`src/logic/adcc_pkg.sv`:
```
package adcc_pkg;
   // register offsets on the plain register port
   localparam logic [3:0] OFF_CHAN_CTRL = 4'h0;
   localparam logic [3:0] OFF_TRIG_CMP = 4'h1;
   localparam logic [3:0] OFF_RESULT_HIGH = 4'h2;
   localparam logic [3:0] OFF_RESULT_LOW = 4'h3;
   localparam logic [3:0] OFF_CMP_HIGH = 4'h4;
   localparam logic [3:0] OFF_CMP_LOW = 4'h5;
   localparam logic [3:0] OFF_CONFIG = 4'h6;
   localparam logic [3:0] OFF_PIN_CTRL = 4'h7;

   // converter_configuration fields
   localparam int CFG_LOW_POWER = 7;
   localparam int CFG_DIV_HI = 6;
   localparam int CFG_DIV_LO = 5;
   localparam int CFG_LONG_SAMPLE = 4;
   localparam int CFG_RES_HI = 3;
   localparam int CFG_RES_LO = 2;
   localparam int CFG_CLK_HI = 1;
   localparam int CFG_CLK_LO = 0;

   // trigger_compare_status fields
   localparam int TCS_ACTIVE = 7;
   localparam int TCS_TRIG_SEL = 6;
   localparam int TCS_CMP_EN = 5;
   localparam int TCS_CMP_GT = 4;

   // channel_control_status fields
   localparam int CCS_COMPLETE = 7;
   localparam int CCS_IRQ_EN = 6;
   localparam int CCS_CONT = 5;

   // field codes
   localparam logic [1:0] RES_10BIT = 2'h2;
   localparam logic [1:0] CLK_BUS = 2'h0;
   localparam logic [1:0] CLK_BUS_HALF = 2'h1;
   localparam logic [4:0] CH_DISABLED = 5'h1F;

   // values after reset
   localparam logic [7:0] RST_CONFIG = 8'h00;
   localparam logic [7:0] RST_TRIG_CMP = 8'h00;
   localparam logic [6:0] RST_CHAN_CTRL = 7'h1F;
   localparam logic [7:0] RST_CMP = 8'h00;
   localparam logic [7:0] RST_PIN_CTRL = 8'h00;
   localparam logic [2:0] RST_DIV_CNT = 3'h0;

   typedef enum logic [0:0] {
      ADCC_IDLE = 1'b0,
      ADCC_BUSY = 1'b1
   } adcc_state_e;
endpackage : adcc_pkg

```
`src/logic/adcc_clk_if.sv`:
```
interface adcc_clk_if;
   logic [1:0] div_sel;
   logic src_tick;
   logic conv_tick;
   modport ctrl (output div_sel, output src_tick, input conv_tick);
   modport div (input div_sel, input src_tick, output conv_tick);
endinterface : adcc_clk_if

```
`src/logic/adcc_clk_div.sv`:
```
module adcc_clk_div
   import adcc_pkg::*;
(
   // clock and reset
   input wire logic sys_clk,
   input wire logic rst,
   // divider control
   adcc_clk_if.div ck
);
   logic [2:0] cnt_r;
   logic [2:0] limit;

   // divide by 1, 2, 4 or 8; code 00 passes every source tick
   always_comb begin
      case (ck.div_sel)
         2'h0: limit = 3'h0;
         2'h1: limit = 3'h1;
         2'h2: limit = 3'h3;
         default: limit = 3'h7;
      endcase
   end

   always_ff @(posedge sys_clk) begin
      if (rst) begin
         cnt_r <= RST_DIV_CNT;
      end else if (ck.src_tick) begin
         cnt_r <= (cnt_r >= limit) ? RST_DIV_CNT : cnt_r + 3'h1;
      end
   end

   assign ck.conv_tick = ck.src_tick && (cnt_r >= limit);
endmodule : adcc_clk_div

```
`src/logic/adcc_ctrl.sv`:
```
// What this block does
// - with hardware trigger selected, each rising trigger edge while idle starts a conversion.
// - trigger edges arriving during a conversion are ignored.
// - continuous with hardware trigger launches on first edge; later edges ignored.
// - hardware triggering works with every mode and option.
// - results are 10-bit or 8-bit per the resolution field.
// - software mode starts on a control write whose channel is not all ones.
// - continuous mode restarts on every completion, whether or not the compare lets the result be stored.
// - continuous runs start on write or trigger and repeat until aborted.
// - configuration holds low power, divider, long sample, resolution, clock select.
// - divider code 00 passes the input clock undivided.
// - resolution code 10 selects 10-bit conversions.
// - clock select 00 uses the bus clock.
// - trigger/compare bit 7 reads 1 while converting.
// - bit 6 trigger source, bit 5 compare enable, bit 4 greater-than.
// - trigger/compare bits 3:2 always read zero.
// - channel control bit 7 is a read-only completion flag.
// - bit 6 enables completion interrupt; bit 5 selects continuous.
// - bits 4:0 select the input channel; 00001 is channel 1.
// - compare value pair holds the value results are checked against.
// - pin control 0x02 makes only channel 1 pin analog.
// - divider divides by 1, 2, 4 or 8.
// - analog pins get output off, pullup off, input off, reads zero.
// - channel all ones disables the converter; reserved codes are undefined.
module adcc_ctrl
   import adcc_pkg::*;
(
   // clock and reset
   input wire logic sys_clk,
   input wire logic rst,
   // register port
   input wire logic [3:0] reg_addr,
   input wire logic [7:0] reg_wdata,
   input wire logic reg_wr,
   input wire logic reg_rd,
   output logic [7:0] reg_rdata,
   // trigger and alternate clock pins
   input wire logic hw_trigger_in,
   input wire logic alt_clk_in,
   // analog core
   output logic core_start,
   output logic [4:0] core_channel,
   output logic core_res10,
   output logic core_long_sample,
   output logic core_low_power,
   output logic core_tick,
   input wire logic core_done,
   input wire logic [9:0] core_data,
   // port pins
   input wire logic [7:0] port_pins_in,
   output logic [7:0] pin_analog,
   output logic [7:0] port_read,
   // completion request
   output logic irq
);
   function automatic logic hit(input logic [3:0] a, input logic [3:0] off);
      hit = (a == off);
   endfunction : hit

   adcc_clk_if ck ();
   adcc_clk_div u_div (
      .sys_clk(sys_clk),
      .rst(rst),
      .ck(ck)
   );

   logic [7:0] config_r;
   logic [3:0] trig_cmp_r;
   logic [6:0] chan_ctrl_r;
   logic complete_r;
   logic [7:0] cmp_high_r;
   logic [7:0] cmp_low_r;
   logic [7:0] pin_ctrl_r;
   logic [7:0] res_high_r;
   logic [7:0] res_low_r;
   logic frozen_r;
   logic [7:0] reg_rdata_r;
   logic start_r;
   logic half_r;
   adcc_state_e state_r;
   adcc_state_e state_nxt;
   logic [2:0] trig_sync_r;
   logic [2:0] alt_sync_r;
   logic [7:0] pin_s1_r;
   logic [7:0] pin_s2_r;

   logic ccs_wr;
   logic tcs_wr;
   logic rd_high;
   logic rd_low;
   logic hw_rise;
   logic sw_start;
   logic hw_start;
   logic restart;
   logic busy;
   logic res10;
   logic [9:0] res_val;
   logic [9:0] cmp_val;
   logic cmp_ok;
   logic store;

   assign ccs_wr = reg_wr && hit(reg_addr, OFF_CHAN_CTRL);
   assign tcs_wr = reg_wr && hit(reg_addr, OFF_TRIG_CMP);
   assign rd_high = reg_rd && hit(reg_addr, OFF_RESULT_HIGH);
   assign rd_low = reg_rd && hit(reg_addr, OFF_RESULT_LOW);
   assign busy = (state_r == ADCC_BUSY);

   // pin inputs pass two flops; edge seen between second and third
   always_ff @(posedge sys_clk) begin
      if (rst) begin
         trig_sync_r <= 3'h0;
         alt_sync_r <= 3'h0;
         pin_s1_r <= 8'h00;
         pin_s2_r <= 8'h00;
      end else begin
         trig_sync_r <= {trig_sync_r[1:0], hw_trigger_in};
         alt_sync_r <= {alt_sync_r[1:0], alt_clk_in};
         pin_s1_r <= port_pins_in;
         pin_s2_r <= pin_s1_r;
      end
   end
   assign hw_rise = trig_sync_r[1] && !trig_sync_r[2];

   // configuration, compare value and pin control
   always_ff @(posedge sys_clk) begin
      if (rst) begin
         config_r <= RST_CONFIG;
         trig_cmp_r <= RST_TRIG_CMP[7:4];
         chan_ctrl_r <= RST_CHAN_CTRL;
         cmp_high_r <= RST_CMP;
         cmp_low_r <= RST_CMP;
         pin_ctrl_r <= RST_PIN_CTRL;
      end else if (reg_wr) begin
         if (hit(reg_addr, OFF_CONFIG)) config_r <= reg_wdata;
         if (tcs_wr) trig_cmp_r <= reg_wdata[7:4];
         if (ccs_wr) chan_ctrl_r <= reg_wdata[6:0];
         if (hit(reg_addr, OFF_CMP_HIGH)) cmp_high_r <= reg_wdata;
         if (hit(reg_addr, OFF_CMP_LOW)) cmp_low_r <= reg_wdata;
         if (hit(reg_addr, OFF_PIN_CTRL)) pin_ctrl_r <= reg_wdata;
      end
   end

   // conversion clock source: bus, bus/2 or alternate pin
   always_ff @(posedge sys_clk) begin
      if (rst) begin
         half_r <= 1'b0;
      end else begin
         half_r <= !half_r;
      end
   end
   always_comb begin
      case (config_r[CFG_CLK_HI:CFG_CLK_LO])
         CLK_BUS: ck.src_tick = 1'b1;
         CLK_BUS_HALF: ck.src_tick = half_r;
         default: ck.src_tick = alt_sync_r[1] && !alt_sync_r[2];
      endcase
   end
   assign ck.div_sel = config_r[CFG_DIV_HI:CFG_DIV_LO];

   // start sources
   assign sw_start = ccs_wr && !trig_cmp_r[TCS_TRIG_SEL - 4]
      && (reg_wdata[4:0] != CH_DISABLED);
   assign hw_start = trig_cmp_r[TCS_TRIG_SEL - 4] && hw_rise && !busy
      && !ccs_wr && (chan_ctrl_r[4:0] != CH_DISABLED);
   assign restart = busy && core_done && chan_ctrl_r[CCS_CONT];

   always_comb begin
      state_nxt = state_r;
      if (ccs_wr) begin
         state_nxt = sw_start ? ADCC_BUSY : ADCC_IDLE;
      end else begin
         case (state_r)
            ADCC_IDLE: if (hw_start) state_nxt = ADCC_BUSY;
            ADCC_BUSY: if (core_done && !restart) state_nxt = ADCC_IDLE;
            default: state_nxt = ADCC_IDLE;
         endcase
      end
   end

   always_ff @(posedge sys_clk) begin
      if (rst) begin
         state_r <= ADCC_IDLE;
         start_r <= 1'b0;
      end else begin
         state_r <= state_nxt;
         start_r <= sw_start || hw_start || (restart && !ccs_wr);
      end
   end

   // result formatting and compare
   assign res10 = (config_r[CFG_RES_HI:CFG_RES_LO] == RES_10BIT);
   assign res_val = res10 ? core_data : {2'h0, core_data[7:0]};
   assign cmp_val = res10 ? {cmp_high_r[1:0], cmp_low_r} : {2'h0, cmp_low_r};
   assign cmp_ok = !trig_cmp_r[TCS_CMP_EN - 4]
      || (trig_cmp_r[TCS_CMP_GT - 4] ? (res_val >= cmp_val) : (res_val < cmp_val));
   assign store = busy && core_done && cmp_ok;

   always_ff @(posedge sys_clk) begin
      if (rst) begin
         res_high_r <= 8'h00;
         res_low_r <= 8'h00;
      end else if (store && !frozen_r) begin
         res_high_r <= {6'h00, res_val[9:8]};
         res_low_r <= res_val[7:0];
      end
   end

   // a read of the high byte holds both bytes until the low byte is read
   always_ff @(posedge sys_clk) begin
      if (rst) begin
         frozen_r <= 1'b0;
      end else if (rd_low) begin
         frozen_r <= 1'b0;
      end else if (rd_high) begin
         frozen_r <= 1'b1;
      end
   end

   // completion flag: a new completion wins over a clear in the same cycle
   always_ff @(posedge sys_clk) begin
      if (rst) begin
         complete_r <= 1'b0;
      end else if (store) begin
         complete_r <= 1'b1;
      end else if (ccs_wr || rd_low) begin
         complete_r <= 1'b0;
      end
   end

   // read data, one cycle after the strobe
   always_ff @(posedge sys_clk) begin
      if (rst) begin
         reg_rdata_r <= 8'h00;
      end else if (reg_rd) begin
         case (reg_addr)
            OFF_CHAN_CTRL: reg_rdata_r <= {complete_r, chan_ctrl_r};
            OFF_TRIG_CMP: reg_rdata_r <= {busy, trig_cmp_r[2:0], 4'h0};
            OFF_RESULT_HIGH: reg_rdata_r <= res_high_r;
            OFF_RESULT_LOW: reg_rdata_r <= res_low_r;
            OFF_CMP_HIGH: reg_rdata_r <= cmp_high_r;
            OFF_CMP_LOW: reg_rdata_r <= cmp_low_r;
            OFF_CONFIG: reg_rdata_r <= config_r;
            OFF_PIN_CTRL: reg_rdata_r <= pin_ctrl_r;
            default: reg_rdata_r <= 8'h00;
         endcase
      end
   end
   assign reg_rdata = reg_rdata_r;

   // outputs
   assign core_start = start_r;
   assign core_channel = chan_ctrl_r[4:0];
   assign core_res10 = res10;
   assign core_long_sample = config_r[CFG_LONG_SAMPLE];
   assign core_low_power = config_r[CFG_LOW_POWER];
   assign core_tick = ck.conv_tick;
   assign pin_analog = pin_ctrl_r;
   assign port_read = pin_s2_r & ~pin_ctrl_r;
   assign irq = complete_r && chan_ctrl_r[CCS_IRQ_EN];
endmodule : adcc_ctrl

```
`config.mk`:
```
export PLATFORM = sky130hd
export DESIGN_NAME = adcc_ctrl
export DESIGN_NICKNAME = d
export VERILOG_FILES = /design/src/logic/adcc_pkg.sv /design/src/logic/adcc_clk_if.sv /design/src/logic/adcc_clk_div.sv /design/src/logic/adcc_ctrl.sv
export SDC_FILE = /design/constraint.sdc
export NUM_CORES = 1
export LEC_CHECK = 0
export BUFFER_PORTS_ARGS = -buffer_cell sky130_fd_sc_hd__buf_2
export CAP_MARGIN = 25
export CORE_ASPECT_RATIO = 0.5
export CORE_MARGIN = 3
export CORE_UTILIZATION = 45
export CTS_BUF_LIST = sky130_fd_sc_hd__clkbuf_8
export CTS_CLUSTER_DIAMETER = 50
export DETAILED_ROUTE_END_ITERATION = 16
export PLACE_DENSITY = 0.72
export SLEW_MARGIN = 20
export SYNTH_ARGS = -nofsm -noshare
export SYNTH_HDL_FRONTEND = slang
export SYNTH_SLANG_ARGS = --single-unit
```
`constraint.sdc`:
```
create_clock -name sys_clk -period 2.9 [get_ports sys_clk]
set_clock_uncertainty 0.2 [all_clocks]
set_input_delay 0.58 -clock sys_clk [delete_from_list [all_inputs] [get_ports sys_clk]]
set_output_delay 0.58 -clock sys_clk [all_outputs]
set_load 0.01 [all_outputs]
```
# ---- Yosys cells after proc, flatten, opt, wreduce, memory -nomap -nowiden
# Index checks and enable logic that the tools add are counted.
dict set report totals {
  out_inout_bits 35
  register_bits 90
  inputBits 37
  elab_cells 97
}
dict set report classes {
  add_sub_neg 1
  mux 14
  bitwise 3
  n_lt_le_gt_ge 3
  reduce_logical 44
  eq_ne 13
}
# op count
set op_table {}
lappend op_table {{8-bit case mux with 8 select lines} 1}
lappend op_table {{1-bit logical AND} 20}
lappend op_table {{10-bit two-way mux} 2}
lappend op_table {{4-bit by 3-bit equality test with 1-bit output (second input constant)} 4}
lappend op_table {{2-bit AND reduction} 6}
lappend op_table {{10-bit greater-or-equal comparator} 1}
lappend op_table {{10-bit less-than comparator} 1}
lappend op_table {{5-bit inequality test (second input constant)} 2}
lappend op_table {{1-bit zero test} 9}
lappend op_table {{3-bit case mux with 3 select lines} 1}
lappend op_table {{8-bit bitwise AND} 1}
lappend op_table {{4-bit by 2-bit equality test with 1-bit output (second input constant)} 2}
lappend op_table {{8-bit NOT} 1}
lappend op_table {{1-bit two-way mux} 7}
lappend op_table {{2-bit by 1-bit equality test with 1-bit output (second input constant)} 2}
lappend op_table {{2-bit equality test (second input constant)} 2}
lappend op_table {{4-bit by 1-bit equality test with 1-bit output (second input constant)} 1}
lappend op_table {{2-bit zero test} 2}
lappend op_table {{4-bit zero test} 1}
lappend op_table {{1-bit logical OR} 4}
lappend op_table {{1-bit case mux with 2 select lines} 2}
lappend op_table {{3-bit by 1-bit adder with 3-bit output (second input constant)} 1}
lappend op_table {{3-bit greater-or-equal comparator} 1}
lappend op_table {{3-bit two-way mux} 1}
lappend op_table {{other kinds (3)} 3}

# ---- Longest topological paths before layout
dict set report depth {
  depth_word 9
  depth_mapped 9
  mapped_depth_nobuf 8
}

# ---- Hierarchy
# Synthesis repeated with hierarchy kept, for this count alone.
dict set report unflattened {
  hier_cells 467
  hier_area_um2 4195.3
}
# module cells_per_inst instances area_each_um2
set by_module_without_submodules {}
lappend by_module_without_submodules {adcc_ctrl 440 1 3953.8}
lappend by_module_without_submodules {adcc_clk_div 27 1 241.5}

# ---- Least setup slack after synthesis
# OpenSTA, ideal clock, no wires.
dict set report synth_path {
  kind {register -> register}
  from {reg config_r[3]}
  to {reg res_high_r[0]}
  slack_ns 0.343
  stages_incl_launch_ff 10
  arrival_ns 2.285
  n_path_buf 1
  setup_ns 0.072
  cell_sequence {dfxtp_1 -> nor2b_1 -> and2_1 -> ha_1 -> o21ai_0 -> o21bai_1 -> a211o_1 -> a2111oi_2 -> buf_6 -> mux2i_1}
}
dict set report synth_via {
  elab_chain_cells 7
  word_cells_on_any_way 9
}
# item line_no
set synth_lines {}
lappend synth_lines {{start, declared} adcc_ctrl.sv:67} ;# logic [7:0] config_r;
lappend synth_lines {{start signal, assigned} adcc_ctrl.sv:134} ;# if (hit(reg_addr, OFF_CONFIG)) config_r <= reg_wdata;
lappend synth_lines {{2-bit equality test (*)} adcc_ctrl.sv:191} ;# assign res10 = (config_r[CFG_RES_HI:CFG_RES_LO] == RES_10BIT);
lappend synth_lines {{net core_res10} adcc_ctrl.sv:43} ;# output logic core_res10,
lappend synth_lines {{10-bit two-way mux (*)} adcc_ctrl.sv:192} ;# assign res_val = res10 ? core_data : {2'h0, core_data[7:0]};
lappend synth_lines {{net res_val[8]} adcc_ctrl.sv:97} ;# logic [9:0] res_val;
lappend synth_lines {{10-bit less-than comparator or 10-bit greater-or-equal comparator (tied branches)} adcc_ctrl.sv:195} ;# || (trig_cmp_r[TCS_CMP_GT - 4] ? (res_val >= cmp_val) : (res_val < cmp_val));
lappend synth_lines {{1-bit two-way mux} adcc_ctrl.sv:195}
lappend synth_lines {{1-bit logical OR} adcc_ctrl.sv:195}
lappend synth_lines {{1-bit logical AND} adcc_ctrl.sv:196} ;# assign store = busy && core_done && cmp_ok;
lappend synth_lines {{1-bit logical AND} adcc_ctrl.sv:202} ;# end else if (store && !frozen_r) begin
lappend synth_lines {{end signal, assigned} adcc_ctrl.sv:203} ;# res_high_r <= {6'h00, res_val[9:8]};
lappend synth_lines {{end, declared} adcc_ctrl.sv:74} ;# logic [7:0] res_high_r;
# Mark *: on every way through the listed nets, which the timed path passes. The rest lies on a longest branch.
# A chain may end at the register's enable or synchronous reset.

# ---- Worst setup path after layout
dict set report layout_path {
  from {reg config_r[5]}
  to {out core_tick}
}
dict set report layout_via {
  elab_chain_cells 4
  word_cells_on_any_way 6
}
# item line_no
set layout_lines {}
lappend layout_lines {{2-bit equality test (tied with other cells)} adcc_clk_div.sv:15} ;# case (ck.div_sel)
lappend layout_lines {{3-bit case mux with 3 select lines (*)} adcc_clk_div.sv:15}
lappend layout_lines {{3-bit greater-or-equal comparator (*)} adcc_clk_div.sv:31} ;# assign ck.conv_tick = ck.src_tick && (cnt_r >= limit);
lappend layout_lines {{1-bit logical AND (*)} adcc_clk_div.sv:31}
lappend layout_lines {{end, declared} adcc_ctrl.sv:46} ;# output logic core_tick,
# Mark *: on every way between the ends. The rest lies on a longest branch, timed or not.

==> run_results.csv <==
group,metric,value,unit
worst_hold_path,min_path_cells,2,
clock_network,cts_hold_buf,0,
clock_network,cts_num_sinks,90,
setup_path,worstPathBufferInverterCount,1,
sta,post-route-period-util,0.9612,
setup_path,critPathMaxFanout,4,
floorplan,initial_utilization,0.4703,
synthesis,synth_ff_type,"dfxtp_1",
cells_and_area,syn_to_final_growth,15.74,%
worst_hold_path,hold_path_class,"primary input to flop",
global_route,grtUsageTotal,0.2025,
global_route,grt_pass1_vias,3004,
route,final_antenna_net_count,0,
cells_and_area,num-nets-final,558,
sta,finalHoldViolations,0,
place,dp_hpwl,7601,um
clock_network,clk_path_buf_depth,2,
sta,finalSetupTns,0,ps
clock_network,cts_htree_levels,3,
clock_network,numCtsBuffers,9,
synthesis,synthArstFlopShare,0,
floorplan,die_h,74.04,um
route,drc,0,
route,post_drt_wl_per_cell,16.69,um
route,via_per_inst,5.439,
pwr,cellPowerDensity,498.6,mW/mm^2
synthesis,synth_seq_cells,90,
pwr,vdd_ir_drop_max,0.2516,mV
cells_and_area,fill_cells,821,
route,drtPass1Iterations,6,
cells_and_area,drive_above_1_share,0.2188,
run_status,status,"complete, no violations",
synthesis,ys.warnings.count,0,
place,dp_cells,613,
flow_run,drv_cap,0,
pwr,p_total,2404,uW
sta,drv_slew,0,
sta,tightest_slew,592.7,ps
place,gp_congestion,0.9245,
cells_and_area,stdcell_count,629,
synthesis,synth.net_count,499,
setup_path,critPathMaxStageDelay,340,ps
synthesis,yosys.area.top_type_share,0.4324,
synthesis,synth_area,0.004166,mm^2
clock_network,ctsRootBufferMaster,"clkbuf_8",
route,drt_iter0_markers,316,
global_route,grt-ovfl-total,0,
setup_path,cp-start-kind,"flop",
setup_path,critPathRequiredTime,2120,ps
sta,fmax,0.3588,GHz
synthesis,avgSynthCellArea,9.300,um^2
floorplan,ios,72,
setup_path,cp_top_family,"simple AND/OR/NAND/NOR gates",
setup_path,reg2reg_depth,9,
place,place.port_buffers,71,
setup_path,worstPathArrival,2010,ps
cells_and_area,final_common_cell,"dfxtp_1",
synthesis,synthTopCellsByArea,"dfxtp_1, mux2i_1, nor2b_1",
setup_path,crit_path_end_kind,"primary output",
sta,setup_viol,0,
cells_and_area,diodes,0,
floorplan,rows,24,
global_route,antenna_found_initial,0,
clock_network,cts_tree,"yes",
setup_path,cp_slowest_cell,"dfxtp_2",
floorplan,fp.dieW,142.1,um
synthesis,synth_edf_count,0,
synthesis,yosysSeqAreaShare,0.4324,
setup_path,path_depth,7,
cells_and_area,seqCellArea,0.001803,mm^2
pwr,power.leakage,0.002044,uW
cells_and_area,multi_input_area,0.002181,mm^2
route,route.final.wire_length,10500,um
setup_path,path_common_cell,"a21o_1",
global_route,grt_pass1_wl,16170,um
clock_network,insertion_delay,370,ps
setup_path,crit_chain,"or2_2 -> ha_1 -> nand2b_4 -> a21o_1 -> a21o_1 -> and2_1 -> buf_2",
sta,slew-limit-headroom,0.6034,
synthesis,synthCells,448,
cells_and_area,final_cell_mix,"dfxtp_1, buf_2, nor2_1, mux2i_1, nor2b_1",
clock_network,path_clk_slew,90,ps
synthesis,synth_area_leader_cell,"dfxtp_1",
synthesis,synthDistinctLibCells,51,
floorplan,coreArea,0.008859,mm^2
global_route,grt_max_degree,99,
floorplan,die_area,0.01052,mm^2
sta,fin_crit,2787,ps
route,num_vias,3421,
setup_path,critPathKind,"flop to primary output",
sta,rsz0062_at_grt,"false",
==> cell usage after synthesis (3+ instances only) <==
| master | number |
|---|---|
| a211oi_1 | 4 |
| a21o_1 | 3 |
| a21oi_1 | 9 |
| a22oi_1 | 14 |
| a2bb2oi_1 | 3 |
| and2_1 | 6 |
| and3_1 | 6 |
| buf_2 | 6 |
| buf_4 | 5 |
| clkbuf_1 | 18 |
| dfxtp_1 | 90 |
| ha_1 | 14 |
| inv_1 | 13 |
| mux2_2 | 5 |
| mux2i_1 | 49 |
| nand2_1 | 28 |
| nand2b_1 | 23 |
| nand3_1 | 4 |
| nand3b_1 | 5 |
| nand4_1 | 4 |
| nor2_1 | 56 |
| nor2b_1 | 37 |
| nor3_1 | 4 |
| o21ai_0 | 6 |
| o22ai_1 | 3 |
==> final cells by class <==
type	count	area share
timing repair buffer	79	0.08874
tap	117	0.03036
clock inverter	4	0.01038
clock buffer	12	0.03425
inverter	13	0.01012
multi-input combinational	314	0.4523
sequential	90	0.3739
==> per-layer routing <==
layer | vias up | wire length (um) | track usage
li1 | 1660 | - | -
met1 | 1600 | 5215 | 0.2950
met2 | 134 | 4220 | 0.2846
met3 | 27 | 790 | 0.05459
met4 | 0 | 273 | 0.07979
met5 | - | 0 | 0
==> report_power, final <==
group / internal [uW] / switching, uW / total, uW
clock network: 467 / 434 / 902
registers: 1260 / 16.4 / 1280
logic: 94.3 / 127 / 222
==> worst register-to-register path: stages (launching register included) <==
cell and delay, ps:
dfxtp_1 370, nor2b_4 230, nand2_1 90, ha_1 310, nand4_1 130, o311ai_1 310
a2111oi_1 120, a2111oi_2 350, buf_4 270, mux2i_1 210
==> stage by stage <==
step                cell area (um^2)  setup slack (ps)  hold WS [ps]  utilization
global placement                4591             222.1         200.5       0.5182
global route                    4822             16.22         194.5       0.5444
detailed placement              4591             138.2         205.7       0.5182
finish                          4822             112.6         205.6       0.5444
CTS                             4806             66.53         198.6       0.5425
floorplan                       4167             343.3         193.2            -
==> cells by family after synthesis <==
family / Yosys count / share of synthesized area
AND/OR/NAND/NOR: 182 / 0.2246
flip-flops: 90 / 0.4324
AO/OA/AOI/OAI: 60 / 0.1069
multiplexers: 56 / 0.1420
buffers and inverters: 44 / 0.04775
adder cells (fa/ha/maj): 14 / 0.04204
XOR/XNOR: 2 / 0.004205
==> sequential cells by signal, summed over array words and instances, names as in the netlist <==
register and flops:
config_r 8, cmp_low_r 8, trig_sync_r 3, alt_sync_r 3, pin_analog 8, busy 1
chan_ctrl_r 7, u_div.cnt_r 3, reg_rdata 8, cmp_high_r 8, pin_s2_r 8, core_start 1
frozen_r 1, pin_s1_r 8, half_r 1, res_low_r 8, res_high_r 2, trig_cmp_r 3
complete_r 1
==> path summary, 6_finish.rpt <==
check | from | to | slack [ps]
setup / recovery | config_r[5] | core_tick | 110
hold / removal | port_pins_in[4] | pin_s1_r[4] | 210
setup reg to reg | config_r[3] | res_low_r[2] | 240
hold reg to reg | half_r | half_r | 220
==> timing repair <==
| action | in CTS | in global routing |
|---|---|---|
| gates resized for setup | 0 | 4 |
| setup endpoints to repair | 0 | 11 |
| setup buffers | 0 | 0 |
Note: power is estimated with default switching activity, not from simulation.
